## src/design/feed_pkg.sv

```systemverilog
// shared constants and carrier types for the link feed selector
package feed_pkg;
	localparam logic [15:0] FEED_CTL_ADDR   = 16'h0891; // converter_feed_control
	localparam logic [15:0] PRBS_CTL_ADDR   = 16'h080b; // pseudo_random_kind register
	localparam logic [15:0] LANE_CTL_ADDR   = 16'h0871; // lane control, sleep bit only
	localparam logic [7:0]  FEED_CTL_RESET  = 8'h00;
	localparam logic [7:0]  PRBS_CTL_RESET  = 8'h00;
	localparam logic [7:0]  LANE_CTL_RESET  = 8'h00;
	localparam int          FEED_SEL_LSB    = 4;
	localparam int          CONV_SLEEP_BIT  = 0;
	localparam int          LANE_SLEEP_BIT  = 0;
	localparam logic [7:0]  FEED_CTL_WMASK  = 8'h31;
	localparam logic [7:0]  PRBS_CTL_WMASK  = 8'h03;
	localparam logic [7:0]  LANE_CTL_WMASK  = 8'h01;
	localparam logic [13:0] DUMMY_WORD      = 14'h26ea; // 10011011101010
	localparam logic [30:0] PRBS_SEED       = 31'h7fffffff;
	localparam int          FIFO_DEPTH      = 16;

	typedef enum logic [1:0]
	{
		FEED_CONV  = 2'h0,
		FEED_UNUSED = 2'h1,
		FEED_DUMMY = 2'h2,
		FEED_PRBS  = 2'h3
	} feed_sel_t;

	typedef enum logic [1:0]
	{
		PRBS_K7A = 2'h0,
		PRBS_K7B = 2'h1,
		PRBS_K23 = 2'h2,
		PRBS_K31 = 2'h3
	} prbs_kind_t;

	// one link sample: range flag plus 14-bit word
	typedef struct packed
	{
		logic        outOfRangeFlag;
		logic [13:0] data;
	} sample_t;

	// register port access
	typedef struct packed
	{
		logic        wrEn;
		logic        rdEn;
		logic [15:0] addr;
		logic [7:0]  wdata;
	} reg_req_t;
endpackage

```

## src/design/sample_fifo.sv

```systemverilog
// sample fifo with valid/ready on both sides
`timescale 1ns/1ps
module sample_fifo #(
	parameter int WIDTH = 15,
	parameter int DEPTH = 16
)(
	input  wire logic             clk_sys,
	input  wire logic             reset,
	input  wire logic             clkEn,
	input  wire logic             inValid,
	output logic                  inReady,
	input  wire logic [WIDTH-1:0] inData,
	output logic                  outValid,
	input  wire logic             outReady,
	output logic      [WIDTH-1:0] outData
);
	localparam int AW = $clog2(DEPTH);
	logic [WIDTH-1:0] mem [DEPTH];
	logic [AW-1:0]    wrPtr_r, wrPtr_nxt, rdPtr_r, rdPtr_nxt;
	logic [AW:0]      count_r, count_nxt;
	logic             doWr, doRd;

	// honest flags from the occupancy count
	always_comb
	begin
		inReady   = (count_r != (AW+1)'(DEPTH));
		outValid  = (count_r != '0);
		outData   = mem[rdPtr_r];
		doWr      = clkEn && inValid && inReady;
		doRd      = clkEn && outValid && outReady;
		wrPtr_nxt = doWr ? wrPtr_r + AW'(1) : wrPtr_r;
		rdPtr_nxt = doRd ? rdPtr_r + AW'(1) : rdPtr_r;
		count_nxt = count_r + (AW+1)'(doWr) - (AW+1)'(doRd);
	end

	// storage has no reset, pointers do
	always_ff @(posedge clk_sys)
	begin
		if (doWr)
			mem[wrPtr_r] <= inData;
	end

	always_ff @(posedge clk_sys or posedge reset)
	begin
		if (reset)
		begin
			wrPtr_r <= '0;
			rdPtr_r <= '0;
			count_r <= '0;
		end
		else
		begin
			wrPtr_r <= wrPtr_nxt;
			rdPtr_r <= rdPtr_nxt;
			count_r <= count_nxt;
		end
	end
endmodule

```

## src/design/link_feed_ctl.sv

```systemverilog
// feed selector, prbs source and power-down controls ahead of the link framer
`timescale 1ns/1ps
// Contract
// - lane sleep bit 1 powers lane down
// - feed code 00 passes converter samples
// - feed code 10 sends fixed dummy sample
// - feed code 11 sends pseudo-random generator output
// - converter sleep bit 1 powers core down
// - kind 00/01 prbs7, 10 prbs23, 11 prbs31
module link_feed_ctl #(
	parameter int DEPTH = feed_pkg::FIFO_DEPTH
)(
	input  wire logic             clk_sys,
	input  wire logic             reset,
	input  wire logic             clkEn,
	input  wire feed_pkg::reg_req_t regReq,
	output logic      [7:0]       regRdata,
	input  wire feed_pkg::sample_t convSample,
	input  wire logic             convValid,
	output logic                  convReady,
	output feed_pkg::sample_t     linkSample,
	output logic                  linkValid,
	input  wire logic             linkReady,
	output logic                  laneSleep,
	output logic                  converterSleep
);
	logic [7:0]        feedCtl_r, feedCtl_nxt;
	logic [7:0]        prbsCtl_r, prbsCtl_nxt;
	logic [7:0]        laneCtl_r, laneCtl_nxt;
	logic [7:0]        rdata_r, rdata_nxt;
	logic [30:0]       lfsr_r, lfsr_nxt;
	logic              linkValid_r, linkValid_nxt;
	feed_pkg::sample_t linkSample_r, linkSample_nxt;
	feed_pkg::feed_sel_t  feedSel;
	feed_pkg::prbs_kind_t prbsKind;
	feed_pkg::sample_t srcSample, fifoOut;
	logic              srcValid, srcReady, fifoValid, fifoReady, fb, lfsrStep;

	assign feedSel  = feed_pkg::feed_sel_t'(feedCtl_r[feed_pkg::FEED_SEL_LSB +: 2]);
	assign prbsKind = feed_pkg::prbs_kind_t'(prbsCtl_r[1:0]);

	// register writes, masked to defined bits; reads return the stored byte
	always_comb
	begin
		feedCtl_nxt = feedCtl_r;
		prbsCtl_nxt = prbsCtl_r;
		laneCtl_nxt = laneCtl_r;
		rdata_nxt   = rdata_r;
		if (regReq.wrEn)
		begin
			if (regReq.addr == feed_pkg::FEED_CTL_ADDR)
				feedCtl_nxt = regReq.wdata & feed_pkg::FEED_CTL_WMASK;
			else if (regReq.addr == feed_pkg::PRBS_CTL_ADDR)
				prbsCtl_nxt = regReq.wdata & feed_pkg::PRBS_CTL_WMASK;
			else if (regReq.addr == feed_pkg::LANE_CTL_ADDR)
				laneCtl_nxt = regReq.wdata & feed_pkg::LANE_CTL_WMASK;
		end
		if (regReq.rdEn)
		begin
			if (regReq.addr == feed_pkg::FEED_CTL_ADDR)
				rdata_nxt = feedCtl_r;
			else if (regReq.addr == feed_pkg::PRBS_CTL_ADDR)
				rdata_nxt = prbsCtl_r;
			else if (regReq.addr == feed_pkg::LANE_CTL_ADDR)
				rdata_nxt = laneCtl_r;
			else
				rdata_nxt = 8'h00; // unmapped reads as zero
		end
	end

	// prbs feedback taps per kind; 00 and 01 both give the 7-bit one
	always_comb
	begin
		case (prbsKind)
			feed_pkg::PRBS_K23: fb = lfsr_r[22] ^ lfsr_r[17];
			feed_pkg::PRBS_K31: fb = lfsr_r[30] ^ lfsr_r[27];
			default:            fb = lfsr_r[6] ^ lfsr_r[5];
		endcase
		lfsr_nxt = lfsrStep ? {lfsr_r[29:0], fb} : lfsr_r;
	end

	// source select; unused code falls through to converter data
	always_comb
	begin
		case (feedSel)
			feed_pkg::FEED_DUMMY:
			begin
				srcSample = '{outOfRangeFlag: 1'b0, data: feed_pkg::DUMMY_WORD};
				srcValid  = 1'b1;
			end
			feed_pkg::FEED_PRBS:
			begin
				srcSample = '{outOfRangeFlag: 1'b0, data: lfsr_r[13:0]};
				srcValid  = 1'b1;
			end
			default:
			begin
				srcSample = convSample;
				srcValid  = convValid;
			end
		endcase
		convReady = (feedSel == feed_pkg::FEED_CONV || feedSel == feed_pkg::FEED_UNUSED)
			? srcReady : 1'b0;
		lfsrStep  = clkEn && srcReady && (feedSel == feed_pkg::FEED_PRBS);
	end

	sample_fifo #(
		.WIDTH ($bits(feed_pkg::sample_t)),
		.DEPTH (DEPTH)
	) u_sample_fifo (
		.clk_sys  (clk_sys),
		.reset    (reset),
		.clkEn    (clkEn),
		.inValid  (srcValid),
		.inReady  (srcReady),
		.inData   (srcSample),
		.outValid (fifoValid),
		.outReady (fifoReady),
		.outData  (fifoOut)
	);

	// registered output stage, refilled when empty or consumed
	always_comb
	begin
		fifoReady      = !linkValid_r || linkReady;
		linkValid_nxt  = linkValid_r;
		linkSample_nxt = linkSample_r;
		if (fifoReady)
		begin
			linkValid_nxt  = fifoValid;
			linkSample_nxt = fifoValid ? fifoOut : linkSample_r;
		end
	end

	always_ff @(posedge clk_sys or posedge reset)
	begin
		if (reset)
		begin
			feedCtl_r    <= feed_pkg::FEED_CTL_RESET;
			prbsCtl_r    <= feed_pkg::PRBS_CTL_RESET;
			laneCtl_r    <= feed_pkg::LANE_CTL_RESET;
			rdata_r      <= 8'h00;
			lfsr_r       <= feed_pkg::PRBS_SEED;
			linkValid_r  <= 1'b0;
			linkSample_r <= '0;
		end
		else if (clkEn)
		begin
			feedCtl_r    <= feedCtl_nxt;
			prbsCtl_r    <= prbsCtl_nxt;
			laneCtl_r    <= laneCtl_nxt;
			rdata_r      <= rdata_nxt;
			lfsr_r       <= lfsr_nxt;
			linkValid_r  <= linkValid_nxt;
			linkSample_r <= linkSample_nxt;
		end
	end

	// power-down levels come straight from the control flops
	assign laneSleep      = laneCtl_r[feed_pkg::LANE_SLEEP_BIT];
	assign converterSleep = feedCtl_r[feed_pkg::CONV_SLEEP_BIT];
	assign regRdata       = rdata_r;
	assign linkValid      = linkValid_r;
	assign linkSample     = linkSample_r;
endmodule

```

## config.mk

```make
export PLATFORM = sky130hd
export DESIGN_NAME = link_feed_ctl
export DESIGN_NICKNAME = d
export VERILOG_FILES = /design/src/design/feed_pkg.sv /design/src/design/sample_fifo.sv /design/src/design/link_feed_ctl.sv
export SDC_FILE = /design/constraint.sdc
export NUM_CORES = 1
export LEC_CHECK = 0
export BUFFER_PORTS_ARGS = -buffer_cell sky130_fd_sc_hd__buf_2
export CAP_MARGIN = 20
export CORE_MARGIN = 2
export CORE_UTILIZATION = 55
export DETAILED_ROUTE_END_ITERATION = 16
export GPL_TIMING_DRIVEN = 1
export PLACE_DENSITY = 0.73
export SETUP_SLACK_MARGIN = 0.5
export SYNTH_ARGS = -nofsm -noshare
export SYNTH_HDL_FRONTEND = slang
export SYNTH_SLANG_ARGS = --single-unit
```

## constraint.sdc

```tcl
create_clock -name clk_sys -period 9.2 [get_ports clk_sys]
set_input_delay 0.92 -clock clk_sys [delete_from_list [all_inputs] [get_ports clk_sys]]
set_output_delay 0.92 -clock clk_sys [all_outputs]
set_load 0.005 [all_outputs]
```

Yosys cells after proc, flatten, opt, wreduce, memory -nomap -nowiden:

Memories as Yosys holds them, arrays and structs flattened. A register that Yosys moved wholly into a read port is not among the register bits.
Cells that the tools add are included.

* add/subtract/negate cells: 4
* multipliers: 0
* div/mod/pow operators: 0
* magnitude comparators: 0
* equal/unequal tests: 9
* shift-type cells: 0
* multiplexer cells: 9
* bitwise operators: 5
* reductions and logical operators: 19

Operators by type and width (number)
* $eq A16 B12 Y1 const B: 3
* $pmux W15 S2: 1
* $add A4 B1 Y4 const B: 2
* $eq A2 B2 Y1 const B: 4
* $logic_and A1 B1 Y1: 6
* $mux W6: 1
* $reduce_and A2 Y1: 3
* $reduce_and A3 Y1: 2
* $add A5 B1 Y5: 1
* $mux W1: 5
* $ne A5 B5 Y1 const B: 1
* $reduce_and A5 Y1: 1
* $reduce_bool A5 Y1: 1
* $sub A5 B1 Y5: 1
* $reduce_and A4 Y1: 1
* $xor A1 B1 Y1: 3
* $eq A2 B1 Y1 const B: 1
* $logic_not A2 Y1: 1
* $logic_or A1 B1 Y1: 2
* $mux W2: 1
* $not A1 Y1: 2
* $pmux W1 S2: 1
* $reduce_or A2 Y1: 1
* $logic_not A1 Y1: 1

* bits in registers: 59
* bits in latches: 0
* memory bits (writable): 240
* memory bits (read-only): 0
* input port bits: 46
* output and inout bits: 27
* word-level logic and storage cells: 56
* memories kept: 1

Memory list
* u_sample_fifo.mem: words 16, bits a word 15, rd ports 1, clocked after Yosys merged registers in 1, write ports 1, line sample_fifo.sv:18 `logic [WIDTH-1:0] mem [DEPTH];`

Depth between registers and ports, before layout:

Gate-level depths: netlist of the first run.

* word-level depth: 7
* mapped depth: 15
* gate-level depth less buffers: 13

Hierarchy:

From an unflattened synthesis of the first run, not the netlist that was laid out.

* cell total of the unflattened synthesis: 652
* area, all modules: 12575.8 um^2

Modules (own cells, without submodules)
* sample_fifo: instances 1, cells each 457, area each 9818.2 um^2, sequential area each 7532.2 um^2
* link_feed_ctl: instances 1, cells each 195, area each 2757.6 um^2, sequential area each 1465.2 um^2

Worst setup path before layout of the first run:

Ideal clock, no wire load.

* kind: register -> register
* start: register u_sample_fifo.count_r[3]
* end: register u_sample_fifo.count_r[4]
* setup time: 80 ps
* data arrival time: 2820 ps
* required time: 9120 ps
* path slack: 6300 ps
* stages on the path, launching flop included: 16
* path buffers: 2
* clock period less this slack: 2900 ps
* path through: dfrtp_1 -> inv_1 -> ha_1 -> or4b_4 -> and3_4 -> buf_6 -> buf_2 -> ha_1 -> inv_1 -> ha_1 -> inv_1 -> fa_1 -> inv_1 -> a21oi_1 -> o21bai_1 -> xnor2_1

* cells in the longest elaborated chain, start to end: 4
* elaborated cells on any way between the ends: 7
* classes of those cells: 2 x add/sub; 1 x eq/ne; 4 x reduce/logical

RTL lines
* from (decl): line sample_fifo.sv:20 `logic [AW:0] count_r, count_nxt;`
* from (signal assigned): line sample_fifo.sv:55 `count_r <= count_nxt;`
* $reduce_bool A5 Y1: line sample_fifo.sv:27 `outValid = (count_r != '0);`
* $logic_and A1 B1 Y1 (2 in a row): line sample_fifo.sv:30 `doRd = clkEn && outValid && outReady;`
* via u_sample_fifo.doRd: line sample_fifo.sv:21 `logic doWr, doRd;`
* $sub A5 B1 Y5: line sample_fifo.sv:33 `count_nxt = count_r + (AW+1)'(doWr) - (AW+1)'(doRd);`
* via u_sample_fifo.count_nxt[4]: line sample_fifo.sv:20

The timed path passes the listed nets, and every way through them passes these cells.
A chain may end at the register's enable or synchronous reset.

Worst setup path after layout of the first run:

* start: register u_sample_fifo.count_r[3]
* end: register u_sample_fifo.count_r[4]

* cells in the longest elaborated chain, start to end: 4
* elaborated cells on any way between the ends: 7
* classes of those cells: 2 x add/sub; 1 x eq/ne; 4 x reduce/logical

RTL lines (line)
* $ne A5 B5 Y1 / $reduce_bool A5 Y1 (equally long branches): sample_fifo.sv:26, sample_fifo.sv:27
* $logic_and A1 B1 Y1 (on tied branches): sample_fifo.sv:29, sample_fifo.sv:30
* $add A5 B1 Y5 / $logic_and A1 B1 Y1 (equally long branches): sample_fifo.sv:33, sample_fifo.sv:30
* $sub A5 B1 Y5 *: sample_fifo.sv:33
* via u_sample_fifo.count_nxt[4]: sample_fifo.sv:20

Mark *: on every way through the listed nets, which the timed path passes. The rest lies on a longest branch.

==> results.yml, run 1 <==
timing:
  max_freq_ghz: 0.322
  tightest_slew_ps: 1100
  finalCritPeriodShare_pct: 33.8
  relSlewSlack_pct: 26.6
  setup_viol: 0
  fin_setup_tns_ps: 0
  finalCriticalPeriod_ps: 3110
  slew_violations: 0
  hold_violations: 0
  rsz0062_at_grt: "no"
  fin_skew_ps: 21.6
floorplan:
  dieArea_mm2: 0.0239
  num_rows: 55
  start_util_pct: 55.7
  io_pins: 73
  die_h_um: 155
  die-width_um: 155
  core_area_mm2: 0.0224
critical_path:
  r2r-end: "u_sample_fifo.count_r[4]"
  rr_startpoint: "u_sample_fifo.count_r[3]"
  cp_max_fo: 35
  r2r_slack_ps: 6090
  start_kind: "flop"
  arrival_ps: 3580
  end_kind: "flop"
  ff2ff_path_depth: 13
  critPathKind: "flop to flop"
  critPathRequiredTime_ps: 9670
yosys:
  ys_dominant_reg_cell: "edfxtp_1"
  synthAdderAreaFrac_pct: 1.26
  synth_top_family_by_area: "multiplexers"
  synth-compound-area-share_pct: 3.95
  syn_area_per_cell_um2: 18.7
  async_reset_ff_share_pct: 22.6
  ys_warn_count: 0
  synthXorXnorAreaFrac_pct: 0.912
  ys_seq_area_share_pct: 72.1
  syn-instance-count: 667
  ys_ff_latch: 310
  synth_cell_type_count: 48
  syn_area_mm2: 0.0125
  synth-simple-area-share_pct: 3.53
  synth_enable_flop_cells: 240
  synth.mux.area_fraction_pct: 15.7
clock_tree:
  cts_buffers: 31
  worst_skew_pair.late_latency_ps: 560
  tritoncts: "built"
  clock-sinks: 310
  holdBufCountCts: 0
  postCtsSetupRepairBufs: 0
  clk_pin_slew_ps: 60
  ctsResizeCount: 0
  cts-htree-levels: 1
  cts_buffer_depth: 3
  cts-root-buf: "clkbuf_16"
route:
  drc: 0
  wire_per_inst_um: 24.2
  initialDrtViolationCount: 589
  finalWirelength_um: 25600
  vias_per_cell: 6.11
  detailedRoute.firstPassIterationCount: 5
  ant_nets: 0
  vias: 6466
pwr:
  p_leak_uw: 0.00502
  peakVddDrop_v: 0.000190
  internal-power_uw: 2840
  seqPwrFrac_pct: 44.3
  power_density_mw_per_mm2: 274
  comb_power_share_pct: 23.0
  p_sw_uw: 1040
  p_clk_share_pct: 32.7
  p_sw_share_pct: 26.9
layout:
  utilization_pct: 63.2
  antennaDiodeCount: 0
  stdcell_count: 1058
  syn_to_final_growth_pct: 13.5
  drive_gt1_share_pct: 32.5
  nNetsFinal: 806
hold_path:
  holdPathStages: 2
  hp-class: "flop to flop"
  holdCritStartpoint: "lfsr_r[7]"
  hold_end: "lfsr_r[7]"
status:
  status: "finished clean"
placement:
  dp_hpwl_um: 15100
  dp.cells: 994
  gp_congestion: 0.812
  port_buffers: 64
global_routing:
  antenna_found_initial: 0
  grt-ovfl-total: 0
  grt_pass1_wl_um: 39100
  grt_pass1_vias: 6848
  gr-usage-all-layers_pct: 21.7
  grt_max_degree: 71
flow_run:
  max-cap-violations: 0
-- cells in the mapped netlist (2+ instances only) --
library cell | instances | share of area [%]
nor2_1 | 15 | 0.45
mux4_2 | 37 | 6.7
xor2_1 | 3 | 0.21
mux4_1 | 23 | 4.8
o22ai_1 | 29 | 1.5
buf_4 | 7 | 0.42
nand4_1 | 6 | 0.30
edfxtp_1 | 240 | 58
mux2_2 | 45 | 4.1
nor2b_1 | 2 | 0.10
buf_6 | 6 | 0.54
clkbuf_1 | 16 | 0.48
nor3b_1 | 3 | 0.18
and2_1 | 17 | 0.85
nor4b_1 | 2 | 0.14
a32o_1 | 2 | 0.16
a22o_1 | 3 | 0.21
dfrtp_1 | 39 | 7.8
dfstp_2 | 31 | 6.5
a21oi_1 | 18 | 0.72
buf_2 | 9 | 0.36
a31oi_1 | 7 | 0.35
xnor2_1 | 10 | 0.70
ha_1 | 11 | 1.1
inv_1 | 26 | 0.78
nand3_1 | 7 | 0.28
nand2b_1 | 2 | 0.10
nand2_1 | 16 | 0.48
o21ai_0 | 16 | 0.64
-- registers in the layout (all words and copies together) (netlist names) --
signal,cells
u_sample_fifo.rdPtr_r,4
prbsCtl_r,2
u_sample_fifo.count_r,5
laneCtl_r,1
feedCtl_r,3
u_sample_fifo.mem,240
linkSample,15
lfsr_r,31
linkValid,1
regRdata,4
u_sample_fifo.wrPtr_r,4
-- layer usage --
layer | vias to the layer above | share of wire [%] | global-route usage, %
li1 | 2814 | - | -
met1 | 3348 | 41 | 29.7
met2 | 256 | 50 | 37.2
met3 | 48 | 6.3 | 3.81
met4 | 0 | 2.3 | 4.89
met5 | - | 0 | 0
-- cell families (layout without fill, tap and decap cells) --
group                    after synthesis  after routing
flip-flops                           310            310
buffers and inverters                 65            168
multiplexers                         106            106
AO/OA/AOI/OAI                         81             81
other                                  1              4
AND/OR/NAND/NOR                       79             79
XOR/XNOR                              13             13
adder cells (fa/ha/maj)               12             12
-- critical path: stages, from the launching register on --
cell	delay [ps]
dfrtp_1	390
inv_1	90
ha_1	170
or4b_4	540
and3_4	360
ha_1	350
inv_1	60
ha_1	160
inv_1	60
fa_1	420
inv_1	70
a21oi_1	60
o21bai_1	150
xnor2_1	130
-- through the flow --
step                setup slack, ps  power, µW  cell area [µm²]  hold slack (ps)
floorplan                      6300       2400            12500              459
global placement               6020       2590            13000              468
detailed placement             5970       2630            13100              475
CTS                            6090       3890            14100              492
global route                   5940       4030            14200              510
finish                         6090       3880            14200              488
-- worst max-delay path by stage --
stage | slack, ps | end | start | cells after the start
final | 6090 | u_sample_fifo.count_r[4] | u_sample_fifo.count_r[3] | 13
after global routing | 5940 | u_sample_fifo.count_r[4] | u_sample_fifo.count_r[2] | 13
after CTS | 6090 | u_sample_fifo.count_r[4] | u_sample_fifo.count_r[3] | 13
after detailed placement | 5970 | u_sample_fifo.count_r[4] | clkEn | 11
after global placement | 6020 | u_sample_fifo.count_r[4] | clkEn | 11
after floorplan | 6300 | u_sample_fifo.count_r[4] | u_sample_fifo.count_r[3] | 15
-- final cells by class --
type | count | area, µm²
fillers | 1539 | 8260
multi-input cells | 295 | 3190
repair buffers | 83 | 498
inverters | 27 | 101
clock inverters | 22 | 234
clock buffers | 36 | 795
flip-flops and latches | 310 | 9000
well taps | 285 | 357
-- layout by cell type, fill, tap and decap left out, types with 23 or more instances in the layout --
cell type  count
dfstp_2       31
buf_2         64
dfrtp_1       37
clkbuf_16     31
o22ai_1       29
mux4_2        37
edfxtp_1     240
mux2_2        45
mux4_1        23
inv_1         25
-- power groups by stage --
stage | sequential [µW] | clock (µW) | combinational [µW]
2_1_floorplan | 1710 | 0 | 690
3_3_place_gp | 1740 | 0 | 855
3_5_place_dp | 1750 | 0 | 879
4_1_cts | 1720 | 1280 | 885
5_1_grt | 1730 | 1330 | 966
6_report | 1720 | 1270 | 893
Note: power is estimated with default switching activity, not from simulation.
==> run 2, diff against run 1 <==
clock period = 3.1 ns   (was 9.2 ns; I/O delays follow)
==> run 2 against run 1 <==
Net effect: worst setup slack got worse by 5600 ps; hold slack worse by 470 ps; clock skew is 2.2 ps lower; critical path type unchanged; first-iteration DRC count down 14%; sequential power increased to 3.0 times the previous value; via count decreased by 0.59%; die area stayed put; final cell count is 2.6% higher; count of clock-buffer cells in the layout is 3 higher; sequential share of layout area decreased by 1.3 points.
==> results.yml, run 2 (synthesized netlist as in run 1, its figures left out) <==
global_routing:
  grt_pass1_wl_um: 38500
  grt_pass1_vias: 6817
  antenna_found_initial: 0
  grt-ovfl-total: 0
  grt_max_degree: 42
  gr-usage-all-layers_pct: 21.1
critical_path:
  path_buf_inv: 4
  slowest_delay_ps: 450
  start_kind: "flop"
  arrival_ps: 3040
  end_kind: "flop"
  r2r_slack_ps: 520
  critPathKind: "flop to flop"
  crit_path_cell_trace: "inv_2 > ha_4 > or4b_4 > and3_4 > ha_4 > inv_4 > ha_4 > inv_2 > fa_2 > inv_2 > a21oi_1 > o21bai_1 > xnor2_1"
  critPathRequiredTime_ps: 3570
  cpLargestDelayFamily: "adder cells"
  slowest_stage: "or4b_4"
  cp_max_fo: 2
timing:
  max_freq_ghz: 0.388
  setup_viol: 0
  rsz0062_at_grt: "yes"
  finalCritPeriodShare_pct: 83.1
  fin_setup_tns_ps: 0
  whs_ps: 15.7
  tightest_slew_ps: 758
  hold_violations: 0
  relSlewSlack_pct: 49.5
  slew_violations: 0
  finalCriticalPeriod_ps: 2580
  fin_skew_ps: 19.4
  fin_ws_ps: 522
clock_tree:
  worst_skew_pair.late_latency_ps: 550
  tritoncts: "built"
  cts-root-buf: "clkbuf_16"
  clock-sinks: 310
  cts-htree-levels: 1
  cts_buffers: 31
  clk_pin_slew_ps: 60
  cts_buffer_depth: 3
hold_path:
  hp-class: "primary input to flop"
floorplan:
  die-width_um: 155
  num_rows: 55
  core_area_mm2: 0.0224
  die_h_um: 155
  dieArea_mm2: 0.0239
  start_util_pct: 55.7
  io_pins: 73
pwr:
  p_leak_uw: 0.00515
  p_clk_share_pct: 32.4
  p_sw_uw: 3140
  peakVddDrop_v: 0.000582
  internal-power_uw: 8590
  comb_power_share_pct: 23.7
  power_density_mw_per_mm2: 812
  seqPwrFrac_pct: 43.9
  p_sw_share_pct: 26.8
  power_uw: 11700
layout:
  antennaDiodeCount: 0
  drive_gt1_share_pct: 36.0
  largest_reg_flops: 240
  final_cell_mix: "240 x edfxtp_1, 64 x buf_2, 45 x mux2_2, 42 x buf_4"
  regMostFlops: "u_sample_fifo.mem"
  nNetsFinal: 835
  syn_to_final_growth_pct: 15.8
  stdcell_area_mm2: 0.0145
  final_common_cell: "edfxtp_1"
placement:
  port_buffers: 64
  dp_hpwl_um: 15600
  pre_cts_slack_ps: 471
  gp_congestion: 0.754
  place_area_mm2: 0.0133
route:
  wire_per_inst_um: 22.5
  ant_nets: 0
  detailedRoute.firstPassIterationCount: 5
  vias: 6428
  finalWirelength_um: 24500
  initialDrtViolationCount: 508
  drc: 0
  vias_per_cell: 5.92
status:
  status: "finished clean"
flow_run:
  max-cap-violations: 0
==> run 2: cell types whose count changed in the layout (fill, tap and decap cells not counted), sizes merged <==
cell	change
clkinv	-9
clkinvlp	+5
dlygate4sd3	+3
clkbuf	+3
buf	+26
==> run 2: metrics by stage <==
| stage | util [%] | std cells |
|---|---|---|
| 3_5_place_dp | 59.4 | 1021 |
| 4_1_cts | 64.3 | 1082 |
| 2_1_floorplan | - | 670 |
| 3_3_place_gp | 59.4 | 1021 |
| 6_report | 64.5 | 1086 |
| 5_1_grt | 64.5 | 1086 |
==> run 2: power groups by stage <==
stage / sequential [µW] / clock (µW) / combinational (µW)
6_report: 5160 / 3800 / 2780
5_1_grt: 5200 / 4040 / 3010
4_1_cts: 5160 / 3850 / 2760
3_5_place_dp: 5240 / 0 / 2720
3_3_place_gp: 5220 / 0 / 2630
2_1_floorplan: 5060 / 0 / 2070
==> run 2: path summary, 6_finish.rpt <==
kind	depth (start not counted)	startpoint	to
setup / recovery	13	u_sample_fifo.count_r[3]	u_sample_fifo.count_r[4]
hold / removal	2	regReq[0]	feedCtl_r[0]
setup reg to reg	13	u_sample_fifo.count_r[3]	u_sample_fifo.count_r[4]
hold reg to reg	2	lfsr_r[7]	lfsr_r[7]
max in group asynchronous	4	reset	lfsr_r[13]
min in group asynchronous	3	reset	linkValid
==> run 2: what timing repair did <==
| action | CTS | global route |
|---|---|---|
| pin swaps | 2 | 5 |
| hold buffers | 3 | 0 |
| gates resized for setup | 2 | 5 |
| endpoints found under the setup margin | 1 | 49 |
| cloned | 0 | 0 |
| setup buffers | 1 | 4 |
| hold endpoints to repair | 11 | 0 |
==> run 2: final cells by class <==
cell class / instances / area (µm²)
Sequential cell: 310 / 9000
Fill cell: 1475 / 7970
Multi-Input combinational cell: 295 / 3220
Clock buffer: 39 / 816
Timing Repair Buffer: 112 / 726
Tap cell: 285 / 357
Clock inverter: 18 / 240
Inverter: 27 / 104
==> run 2: layer usage <==
layer	vias up	share of wire [%]	track usage, %
met5	-	0	0
met4	0	1.8	4.85
met3	34	5.0	3.11
met2	210	51	35.8
met1	3318	43	29.4
li1	2866	-	-
